--- config.mk ---
export PLATFORM = sky130hd
export DESIGN_NAME = rfp_phy_port
export DESIGN_NICKNAME = d
export VERILOG_FILES = /design/src/shared/rfp_pkg.sv /design/src/core/rfp_phy_port.sv /design/src/core/rfp_ref_tick.sv
export VERILOG_INCLUDE_DIRS = /design/src /design/src/shared
export SDC_FILE = /design/constraint.sdc
export NUM_CORES = 1
export LEC_CHECK = 0
export BUFFER_PORTS_ARGS = -buffer_cell sky130_fd_sc_hd__buf_2
export CAP_MARGIN = 20
export CORE_MARGIN = 2
export CORE_UTILIZATION = 49
export CTS_BUF_LIST = sky130_fd_sc_hd__clkbuf_16
export DETAILED_ROUTE_END_ITERATION = 6
export GPL_ROUTABILITY_DRIVEN = 0
export PLACE_DENSITY = 0.79
export SLEW_MARGIN = 5
export SYNTH_ARGS = -nofsm -noshare
export SYNTH_HDL_FRONTEND = slang
export SYNTH_SLANG_ARGS = --single-unit
export TNS_END_PERCENT = 5
--- constraint.sdc ---
create_clock -name clock -period 2 [get_ports clock]
set_clock_uncertainty 0.05 [all_clocks]
set_input_delay 0.2 -clock clock [delete_from_list [all_inputs] [get_ports clock]]
set_output_delay 0.2 -clock clock [all_outputs]
set_load 0.01 [all_outputs]
--- src/shared/rfp_cfg.svh ---
`ifndef RFP_CFG_SVH
`define RFP_CFG_SVH

// register indices, byte address is four times the index
`define RFP_IDX_CTRL0     5'h00
`define RFP_IDX_ADVERT    5'h04
`define RFP_IDX_STATUS    5'h10
`define RFP_IDX_CLKCTL    5'h1F

// control register 0 fields
`define RFP_CTRL0_DUPLEX  8
`define RFP_CTRL0_ANEN    12
`define RFP_CTRL0_SPEED   13
`define RFP_CTRL0_RST     16'h3100

// advertisement fields and reset
`define RFP_ADV_LSB       5
`define RFP_ADV_RST       16'h01E1
`define RFP_ADV_10ONLY    4'h3

// clock control field
`define RFP_CLK_SWAP      7

// status fields
`define RFP_ST_LINK       0
`define RFP_ST_SPD100     1
`define RFP_ST_FULL       2
`define RFP_ST_ANEG       3
`define RFP_ST_REF50      4
`define RFP_ST_PART_LSB   8

// last divider count at 10 Mb/s, each dibit repeats ten times
`define RFP_DIV10         4'h9

// bus answer codes
`define RFP_RESP_OKAY     2'h0
`define RFP_RESP_SLVERR   2'h2

`endif

--- src/shared/rfp_pkg.sv ---
package rfp_pkg;

    // register selected by a bus address
    typedef enum logic [2:0] {
        RS_CTRL0,
        RS_ADVERT,
        RS_STATUS,
        RS_CLKCTL,
        RS_NONE
    } rfp_rsel_type;

    // link state of the mode resolver
    typedef enum logic [1:0] {
        LK_DOWN,
        LK_UP
    } rfp_link_type;

    typedef logic [1:0] rfp_dibit_type;

endpackage

--- src/core/rfp_phy_port.sv ---
`timescale 1ns/100ps
`include "rfp_cfg.svh"
// Operation
// (RULE_01) all clocks come from 25MHz source or external 50MHz per clock mode
// (RULE_02) negotiation picks best common: 100 full, 100 half, 10 full, 10 half
// (RULE_03) without partner negotiation, mode follows parallel detection at receiver
// (RULE_04) negotiation on after reset, then control 0 bit 12 switches it
// (RULE_05) forced mode takes speed from bit 13, duplex from bit 8
// (RULE_06) independent 2-bit transmit and receive groups, 10/100, half/full
// (RULE_07) one continuous 50MHz reference times every interface signal
// (RULE_08) 25MHz mode drives reference out, 50MHz mode takes it in
// (RULE_09) MAC raises transmit enable with first preamble dibit, holds it
// (RULE_10) MAC drops transmit enable before edge after last dibit
// (RULE_11) transmit dibits accepted each reference clock while enable high; at 10 Mb/s the code takes one every tenth reference clock
// (RULE_12) idle transmit data is 00, non-zero idle data ignored
// (RULE_13) carrier sense rises unaligned on carrier, falls on carrier loss
// (RULE_14) carrier/valid stays high through last dibit, low before next edge
// (RULE_15) receive data reads 00 until decoding is ready
// (RULE_16) two recovered bits per reference period while carrier/valid high
// (RULE_17) receive data 00 while carrier/valid low, MAC ignores otherwise
// (RULE_18) receive error raised on a reference edge for detected symbol errors
// (RULE_19) MAC ignores receive error while carrier/valid low
// (RULE_20) MAC makes its own collision from transmit enable and carrier/valid
// (RULE_21) clock control bit 7 swaps away from power-up clock mode
// (RULE_22) strap level latched at reset release into bits 12, 13, advertisement
// (RULE_23) interface signals launched and sampled on reference rising edge
module rfp_phy_port
    import rfp_pkg::*;
#(
    parameter logic REF50_DEFAULT = 1'b0
) (
    input  wire logic          clock,
    input  wire logic          rst,
    input  wire logic          ce,
    input  wire logic [7:0]    s_axi_awaddr,
    input  wire logic          s_axi_awvalid,
    output logic               s_axi_awready,
    input  wire logic [31:0]   s_axi_wdata,
    input  wire logic [3:0]    s_axi_wstrb,
    input  wire logic          s_axi_wvalid,
    output logic               s_axi_wready,
    output logic [1:0]         s_axi_bresp,
    output logic               s_axi_bvalid,
    input  wire logic          s_axi_bready,
    input  wire logic [7:0]    s_axi_araddr,
    input  wire logic          s_axi_arvalid,
    output logic               s_axi_arready,
    output logic [31:0]        s_axi_rdata,
    output logic [1:0]         s_axi_rresp,
    output logic               s_axi_rvalid,
    input  wire logic          s_axi_rready,
    input  wire logic          clock_in_pin,
    output logic               ref_clk_out,
    output logic               ref_clk_oe_n,
    input  wire logic          txen,
    input  wire rfp_dibit_type txd,
    output logic               crs_dv,
    output rfp_dibit_type      rxd,
    output logic               rxer,
    input  wire logic          autoneg_speed_strap,
    input  wire logic          line_carrier,
    input  wire logic          line_rx_dv,
    input  wire rfp_dibit_type line_rx_dibit,
    input  wire logic          line_rx_err,
    input  wire logic          partner_neg,
    input  wire logic [3:0]    partner_abil,
    input  wire logic          pd_100,
    input  wire logic          pd_10,
    output logic               line_tx_en,
    output rfp_dibit_type      line_tx_dibit,
    output logic               link_up,
    output logic               link_speed100,
    output logic               link_full
);

    logic [15:0]   ctrl0_q;
    logic [15:0]   adv_q;
    logic          clk_swap_q;
    logic [7:0]    aw_addr_q;
    logic          aw_held_q;
    logic [31:0]   w_data_q;
    logic [3:0]    w_strb_q;
    logic          w_held_q;
    logic          strap_s1_q;
    logic          strap_s2_q;
    logic          in_rst_q;
    logic [3:0]    tx_s1_q;
    logic [3:0]    tx_s2_q;
    logic          car_s1_q;
    logic          car_s2_q;
    logic [3:0]    div_q;
    rfp_link_type  link_q;
    logic          aneg_done_q;
    logic          mode50;
    logic          tick;
    logic          ref_raw;
    logic          strobe;
    logic [3:0]    common;
    rfp_rsel_type  wsel;
    logic [15:0]   stat;

    // address decode shared by read and write
    function automatic rfp_rsel_type decode(input logic [7:0] a);
        if (a[1:0] != 2'b00) begin
            return RS_NONE;
        end
        case (a[7:2])
            {1'b0, `RFP_IDX_CTRL0}:  return RS_CTRL0;
            {1'b0, `RFP_IDX_ADVERT}: return RS_ADVERT;
            {1'b0, `RFP_IDX_STATUS}: return RS_STATUS;
            {1'b0, `RFP_IDX_CLKCTL}: return RS_CLKCTL;
            default:                 return RS_NONE;
        endcase
    endfunction

    // byte-lane merge for the 16-bit registers
    function automatic logic [15:0] merge(input logic [15:0] old, input logic [31:0] d, input logic [3:0] s);
        return {s[1] ? d[15:8] : old[15:8], s[0] ? d[7:0] : old[7:0]};
    endfunction

    assign mode50 = REF50_DEFAULT ^ clk_swap_q; // RULE_21
    assign wsel   = decode(aw_addr_q);
    assign common = adv_q[`RFP_ADV_LSB +: 4] & partner_abil;
    assign strobe = tick & (link_speed100 | (div_q == 4'h0)); // RULE_06
    assign stat   = {4'h0, partner_abil, 3'h0, mode50, aneg_done_q, link_full, link_speed100, link_up};

    rfp_ref_tick u_tick (
        .clock        (clock),
        .rst          (rst),
        .ce           (ce),
        .mode50       (mode50),
        .clock_in_pin (clock_in_pin),
        .tick         (tick),
        .ref_clk_out  (ref_raw)
    );

    // pin synchronisers
    always_ff @(posedge clock) begin
        if (rst) begin
            strap_s1_q <= autoneg_speed_strap;
            strap_s2_q <= strap_s1_q;
            tx_s1_q    <= 4'h0;
            tx_s2_q    <= 4'h0;
            car_s1_q   <= 1'b0;
            car_s2_q   <= 1'b0;
        end else if (ce) begin
            strap_s1_q <= autoneg_speed_strap;
            strap_s2_q <= strap_s1_q;
            tx_s1_q    <= {1'b0, txen, txd};
            tx_s2_q    <= tx_s1_q;
            car_s1_q   <= line_carrier;
            car_s2_q   <= car_s1_q;
        end
    end

    // reference clock pin drive
    always_ff @(posedge clock) begin
        if (rst) begin
            ref_clk_out  <= 1'b0;
            ref_clk_oe_n <= 1'b1;
        end else if (ce) begin
            ref_clk_out  <= ref_raw & ~mode50; // RULE_08
            ref_clk_oe_n <= mode50; // RULE_08
        end
    end

    // write address and data taken in either order
    always_ff @(posedge clock) begin
        if (rst) begin
            aw_held_q     <= 1'b0;
            w_held_q      <= 1'b0;
            aw_addr_q     <= 8'h00;
            w_data_q      <= 32'h0000_0000;
            w_strb_q      <= 4'h0;
            s_axi_awready <= 1'b0;
            s_axi_wready  <= 1'b0;
            s_axi_bvalid  <= 1'b0;
            s_axi_bresp   <= `RFP_RESP_OKAY;
        end else if (ce) begin
            s_axi_awready <= ~aw_held_q & ~(s_axi_awvalid & s_axi_awready) & ~s_axi_bvalid;
            s_axi_wready  <= ~w_held_q & ~(s_axi_wvalid & s_axi_wready) & ~s_axi_bvalid;
            if (s_axi_awvalid & s_axi_awready) begin
                aw_held_q <= 1'b1;
                aw_addr_q <= s_axi_awaddr;
            end
            if (s_axi_wvalid & s_axi_wready) begin
                w_held_q <= 1'b1;
                w_data_q <= s_axi_wdata;
                w_strb_q <= s_axi_wstrb;
            end
            if (aw_held_q & w_held_q & ~s_axi_bvalid) begin
                s_axi_bvalid <= 1'b1;
                s_axi_bresp  <= (wsel == RS_NONE) ? `RFP_RESP_SLVERR : `RFP_RESP_OKAY;
                aw_held_q    <= 1'b0;
                w_held_q     <= 1'b0;
            end else if (s_axi_bvalid & s_axi_bready) begin
                s_axi_bvalid <= 1'b0;
            end
        end
    end

    // register writes and strap capture after reset release
    always_ff @(posedge clock) begin
        if (rst) begin
            ctrl0_q    <= `RFP_CTRL0_RST; // RULE_04
            adv_q      <= `RFP_ADV_RST;
            clk_swap_q <= 1'b0;
            in_rst_q   <= 1'b1;
        end else if (ce) begin
            in_rst_q <= 1'b0;
            if (in_rst_q) begin
                ctrl0_q[`RFP_CTRL0_ANEN]  <= strap_s2_q; // RULE_22
                ctrl0_q[`RFP_CTRL0_SPEED] <= strap_s2_q; // RULE_22
                if (!strap_s2_q) begin
                    adv_q[`RFP_ADV_LSB +: 4] <= `RFP_ADV_10ONLY; // RULE_22
                end
            end else if (aw_held_q & w_held_q & ~s_axi_bvalid) begin
                case (wsel)
                    RS_CTRL0: begin
                        ctrl0_q <= merge(ctrl0_q, w_data_q, w_strb_q) & `RFP_CTRL0_RST; // RULE_04 RULE_05
                    end
                    RS_ADVERT: begin
                        adv_q <= merge(adv_q, w_data_q, w_strb_q) & `RFP_ADV_RST;
                    end
                    RS_CLKCTL: begin
                        if (w_strb_q[0]) begin
                            clk_swap_q <= w_data_q[`RFP_CLK_SWAP]; // RULE_21
                        end
                    end
                    default: begin
                    end
                endcase
            end
        end
    end

    // register reads
    always_ff @(posedge clock) begin
        if (rst) begin
            s_axi_arready <= 1'b0;
            s_axi_rvalid  <= 1'b0;
            s_axi_rdata   <= 32'h0000_0000;
            s_axi_rresp   <= `RFP_RESP_OKAY;
        end else if (ce) begin
            s_axi_arready <= ~s_axi_rvalid & ~(s_axi_arvalid & s_axi_arready);
            if (s_axi_arvalid & s_axi_arready) begin
                s_axi_rvalid <= 1'b1;
                s_axi_rresp  <= `RFP_RESP_OKAY;
                case (decode(s_axi_araddr))
                    RS_CTRL0:  s_axi_rdata <= {16'h0000, ctrl0_q};
                    RS_ADVERT: s_axi_rdata <= {16'h0000, adv_q};
                    RS_STATUS: s_axi_rdata <= {16'h0000, stat};
                    RS_CLKCTL: s_axi_rdata <= {24'h00_0000, clk_swap_q, 7'h00};
                    default: begin
                        s_axi_rdata <= 32'h0000_0000;
                        s_axi_rresp <= `RFP_RESP_SLVERR;
                    end
                endcase
            end else if (s_axi_rvalid & s_axi_rready) begin
                s_axi_rvalid <= 1'b0;
            end
        end
    end

    // mode resolution: negotiation, parallel detect or forced
    always_ff @(posedge clock) begin
        if (rst) begin
            link_q        <= LK_DOWN;
            link_up       <= 1'b0;
            link_speed100 <= 1'b1;
            link_full     <= 1'b0;
            aneg_done_q   <= 1'b0;
        end else if (ce) begin
            case (link_q)
                LK_DOWN: begin
                    if (!ctrl0_q[`RFP_CTRL0_ANEN]) begin
                        link_speed100 <= ctrl0_q[`RFP_CTRL0_SPEED]; // RULE_05
                        link_full     <= ctrl0_q[`RFP_CTRL0_DUPLEX]; // RULE_05
                        link_up       <= 1'b1;
                        link_q        <= LK_UP;
                    end else if (partner_neg && common != 4'h0) begin
                        link_speed100 <= common[3] | common[2]; // RULE_02
                        link_full     <= common[3] | (~common[2] & common[1]); // RULE_02
                        aneg_done_q   <= 1'b1;
                        link_up       <= 1'b1;
                        link_q        <= LK_UP;
                    end else if (!partner_neg && (pd_100 || pd_10)) begin
                        link_speed100 <= pd_100; // RULE_03
                        link_full     <= 1'b0; // RULE_03
                        link_up       <= 1'b1;
                        link_q        <= LK_UP;
                    end
                end
                LK_UP: begin
                    if (ctrl0_q[`RFP_CTRL0_ANEN] == 1'b0 ? !aneg_done_q && (link_speed100 !=
                        ctrl0_q[`RFP_CTRL0_SPEED] || link_full != ctrl0_q[`RFP_CTRL0_DUPLEX]) || aneg_done_q
                        : (aneg_done_q ? !partner_neg : !(pd_100 || pd_10) || partner_neg)) begin
                        link_up     <= 1'b0;
                        aneg_done_q <= 1'b0;
                        link_q      <= LK_DOWN;
                    end
                end
                default: link_q <= LK_DOWN;
            endcase
        end
    end

    // 10 Mb/s repeats each dibit over ten reference periods
    always_ff @(posedge clock) begin
        if (rst) begin
            div_q <= 4'h0;
        end else if (ce && tick) begin
            div_q <= (div_q == `RFP_DIV10) ? 4'h0 : div_q + 4'h1; // RULE_06
        end
    end

    // transmit path toward the line
    always_ff @(posedge clock) begin
        if (rst) begin
            line_tx_en    <= 1'b0;
            line_tx_dibit <= 2'b00;
        end else if (ce && strobe) begin
            line_tx_en    <= tx_s2_q[2]; // RULE_11 RULE_23
            line_tx_dibit <= tx_s2_q[2] ? tx_s2_q[1:0] : 2'b00; // RULE_11 RULE_12
        end
    end

    // receive path toward the MAC
    always_ff @(posedge clock) begin
        if (rst) begin
            crs_dv <= 1'b0;
            rxd    <= 2'b00;
            rxer   <= 1'b0;
        end else if (ce) begin
            if (car_s2_q && !crs_dv) begin
                crs_dv <= 1'b1; // RULE_13
            end else if (tick && !car_s2_q && !line_rx_dv) begin
                crs_dv <= 1'b0; // RULE_13 RULE_14
            end
            if (tick && !crs_dv) begin
                rxd  <= 2'b00; // RULE_17
                rxer <= 1'b0;
            end else if (strobe) begin
                rxd  <= line_rx_dv ? line_rx_dibit : 2'b00; // RULE_15 RULE_16 RULE_23
                rxer <= line_rx_err & line_rx_dv; // RULE_18
            end
        end
    end

endmodule // rfp_phy_port

--- src/core/rfp_ref_tick.sv ---
`timescale 1ns/100ps
module rfp_ref_tick
    import rfp_pkg::*;
(
    input  wire logic clock,
    input  wire logic rst,
    input  wire logic ce,
    input  wire logic mode50,
    input  wire logic clock_in_pin,
    output logic      tick,
    output logic      ref_clk_out
);

    logic       pin_s1_q;
    logic       pin_s2_q;
    logic       pin_s3_q;
    logic       div_q;

    // two-stage sync of the external reference
    always_ff @(posedge clock) begin
        if (rst) begin
            pin_s1_q <= 1'b0;
            pin_s2_q <= 1'b0;
            pin_s3_q <= 1'b0;
        end else if (ce) begin
            pin_s1_q <= clock_in_pin;
            pin_s2_q <= pin_s1_q;
            pin_s3_q <= pin_s2_q;
        end
    end

    // internal reference divided from our own clock
    always_ff @(posedge clock) begin
        if (rst) begin
            div_q <= 1'b0;
        end else if (ce) begin
            div_q <= ~div_q;
        end
    end

    // reference rising edge of the selected source
    always_ff @(posedge clock) begin
        if (rst) begin
            tick        <= 1'b0;
            ref_clk_out <= 1'b0;
        end else if (ce) begin
            ref_clk_out <= mode50 ? 1'b0 : ~div_q; // RULE_01 RULE_08
            if (mode50) begin
                tick <= pin_s2_q & ~pin_s3_q; // RULE_01 RULE_07
            end else begin
                tick <= ~div_q; // RULE_01 RULE_07
            end
        end else begin
            tick <= 1'b0;
        end
    end

endmodule // rfp_ref_tick

==> impl_metrics.env <==
export IMPL_outcome="finished, final reports clean"
export IMPL_irDropWorstVdd_mv=0.465
export IMPL_clockRootBuffer="clkbuf_16"
export IMPL_first_iter_violations=139
export IMPL_synth_top_area_share_pct=45.1
export IMPL_synth_area_leaders="dfxtp_1 (45%), nand2_1 (6.4%), a21oi_1 (5.6%)"
export IMPL_synth_commonest_cells="dfxtp_1 (81), nand2_1 (61), nor2_1 (46)"
export IMPL_cts_sinks=83
export IMPL_antenna_left=0
export IMPL_drt_pass1_iterations=4
export IMPL_yosys_warnings=0
export IMPL_grt_pass1_wl_um=12800
export IMPL_diodes=0
export IMPL_min_period_ns=1.79
export IMPL_syn_area_um2=3590
export IMPL_crit_fanout=6
export IMPL_clock_fmax_mhz=558
export IMPL_worstPathCellList="or3_4 -> nor3_4 -> and4_1 -> a21oi_2 -> a311o_1"
export IMPL_yosysTopAreaCell="dfxtp_1"
export IMPL_rsz0062_at_grt="no"
export IMPL_clk_pin_slew_ns=0.06
export IMPL_vias=3190
export IMPL_finalHoldViolations=0
export IMPL_required_ns=2.17
export IMPL_synth_yosys_seq_area_share_pct=46.8
export IMPL_drive_above_1_share_pct=22.3
export IMPL_p_switching_uw=936
export IMPL_hp_class="input port to register"
export IMPL_slew_headroom_pct=52.7
export IMPL_drcViolationCount=0
export IMPL_pwr_share_comb_pct=9.4
export IMPL_synth_edf_count=2
export IMPL_p_per_area_nw_per_um2=849
export IMPL_clk_latency_ns=0.33
export IMPL_core_um2=7180
export IMPL_rows=31
export IMPL_grt_antenna_before_repair=0
export IMPL_area_growth_pct=19.4
export IMPL_die_h_um=89.7
export IMPL_swShare_pct=25.7
export IMPL_numCtsBuffers=9
export IMPL_synth_cell_types=55
export IMPL_hpwl_um=5900
export IMPL_postCtsSetupRepairBufs=0
export IMPL_grt_max_degree=57
export IMPL_ios=130
export IMPL_maxSlewViolCount=0
export IMPL_cts_hold_buf=0
export IMPL_vias_per_cell=5.34
export IMPL_setup_viol=0
export IMPL_synthesis_instances=416
export IMPL_final_net_count=570
export IMPL_clock_path_buffers=2
export IMPL_slowest_stage="or3_4"
export IMPL_die_w_um=89.7
export IMPL_synth_most_common_cell="dfxtp_1"
export IMPL_power_frac_seq_pct=48.7
export IMPL_wl_um=8090
export IMPL_grt_overflow=0
export IMPL_setup_tns_ns=0
export IMPL_cts_tree="done"
export IMPL_pwr_share_clk_pct=41.9
export IMPL_async_reset_ff_share_pct=0
export IMPL_ys_seq_elements=83
export IMPL_cpPeakStageDelay_ns=0.41
export IMPL_p_int_uw=2710
export IMPL_whs_ns=0.0196
export IMPL_crit_type="register to register"
export IMPL_p_leak_uw=0.00189
export IMPL_track_usage_pct=20.6
export IMPL_cp_start_kind="register"
export IMPL_syn_avg_cell_area_um2=8.64
export IMPL_maxCapViolations=0
export IMPL_start_util_pct=50.1
export IMPL_arrival_ns=1.96
export IMPL_synthFlopType="dfxtp_1"
export IMPL_die_area_um2=8040
export IMPL_cts_resized=0
export IMPL_wl_per_cell_um=13.6
export IMPL_htree_num_levels=3
export IMPL_crit_path_end_kind="register"
export IMPL_grt_pass1_vias=2811
export IMPL_finalCritPeriodShare_pct=89.6
export IMPL_port_buffers=82
export IMPL_worst_slew_pin_slew_ns=0.699
layer usage:
layer | part of all wire (%) | global-route usage [%] | vias up
met5 | 0 | 0 | -
li1 | - | - | 1575
met4 | 1.9 | 9.36 | 0
met3 | 5.0 | 3.66 | 18
met2 | 47 | 32.7 | 97
met1 | 46 | 27.5 | 1500
power by group through the flow:
| stage | Combinational [uW] | Clock, uW | Sequential (uW) |
|---|---|---|---|
| after CTS | 344 | 1550 | 1770 |
| final | 343 | 1530 | 1780 |
| after floorplan | 245 | 0 | 1800 |
| after detailed placement | 341 | 0 | 1810 |
| after global placement | 331 | 0 | 1810 |
| after global routing | 389 | 1630 | 1780 |
final timing paths:
check / startpoint / end / slack, ns / cells past startpoint
max reg2reg: aw_addr_q[5]$_SDFFE_PP0P_ / ctrl0_q[8]$_SDFFE_PP1P_ / 0.21 / 5
max: aw_addr_q[5]$_SDFFE_PP0P_ / ctrl0_q[8]$_SDFFE_PP1P_ / 0.21 / 5
min reg2reg: strap_s1_q$_DFFE_PP_ / strap_s2_q$_DFFE_PP_ / 0.38 / 0
min: autoneg_speed_strap / strap_s1_q$_DFFE_PP_ / 0.02 / 1
registers in the layout, summed over array words and instances, names as in the netlist, 2 cells and up:
| name | cells |
|---|---|
| adv_q | 5 |
| line_tx_dibit | 2 |
| aw_addr_q | 8 |
| div_q | 4 |
| tx_s1_q | 3 |
| rxd | 2 |
| s_axi_rdata | 14 |
| tx_s2_q | 3 |
| ctrl0_q | 3 |
| w_strb_q | 2 |
| w_data_q | 7 |
cell families (layout without fill, tap and decap cells):
family | Yosys count | after routing | synth area share, %
xor gates and xnor gates | 5 | 5 | 1.22
other | 1 | 20 | 0.104
muxes | 20 | 20 | 5.57
buffers and inverters | 53 | 116 | 7.97
and+or+nand+nor | 154 | 154 | 20.3
AOI/OAI and AO/OA | 100 | 100 | 18.1
DFF | 83 | 83 | 46.8
critical path: cells and delay by family (launching register included):
| family | cells | cell delay, ns |
|---|---|---|
| flip-flops | 1 | 0.32 |
| AND/OR/NAND/NOR | 3 | 0.91 |
| AO/OA/AOI/OAI | 2 | 0.39 |
final cells by class:
class                   instances  area, um^2
well taps                      99         124
repair buffers                 87         460
clock buffers                   9         225
multi-input cells             299        1700
flip-flops and latches         83        1680
clock inverters                 7        53.8
inverters                      13        48.8
fillers                       662        2880
cell usage in the layout, fill, tap and decap left out, types with 7 or more instances in the layout:
master     netlist  routed
a21oi_1         40      40
a22o_1           9       9
a22oi_1          7       7
buf_2            4      82
clkbuf_16        0       9
conb_1           1      20
dfxtp_1         81      81
inv_1           12      12
mux2i_1         20      20
nand2_1         61      61
nand3_1          7       7
nor2_1          46      46
nor3_1          12      12
o21ai_0         14      14
stage by stage:
step | util (%) | cell area, um^2 | power (uW) | setup slack [ns] | std cells
2_1_floorplan | - | 3670 | 2050 | 0.337 | 435
3_3_place_gp | 55.9 | 4010 | 2140 | 0.259 | 581
3_5_place_dp | 55.9 | 4010 | 2150 | 0.221 | 581
4_1_cts | 59.8 | 4290 | 3670 | 0.209 | 597
5_1_grt | 59.8 | 4290 | 3810 | 0.113 | 597
6_report | 59.8 | 4290 | 3640 | 0.207 | 597
Note: power is estimated with default switching activity, not from simulation.
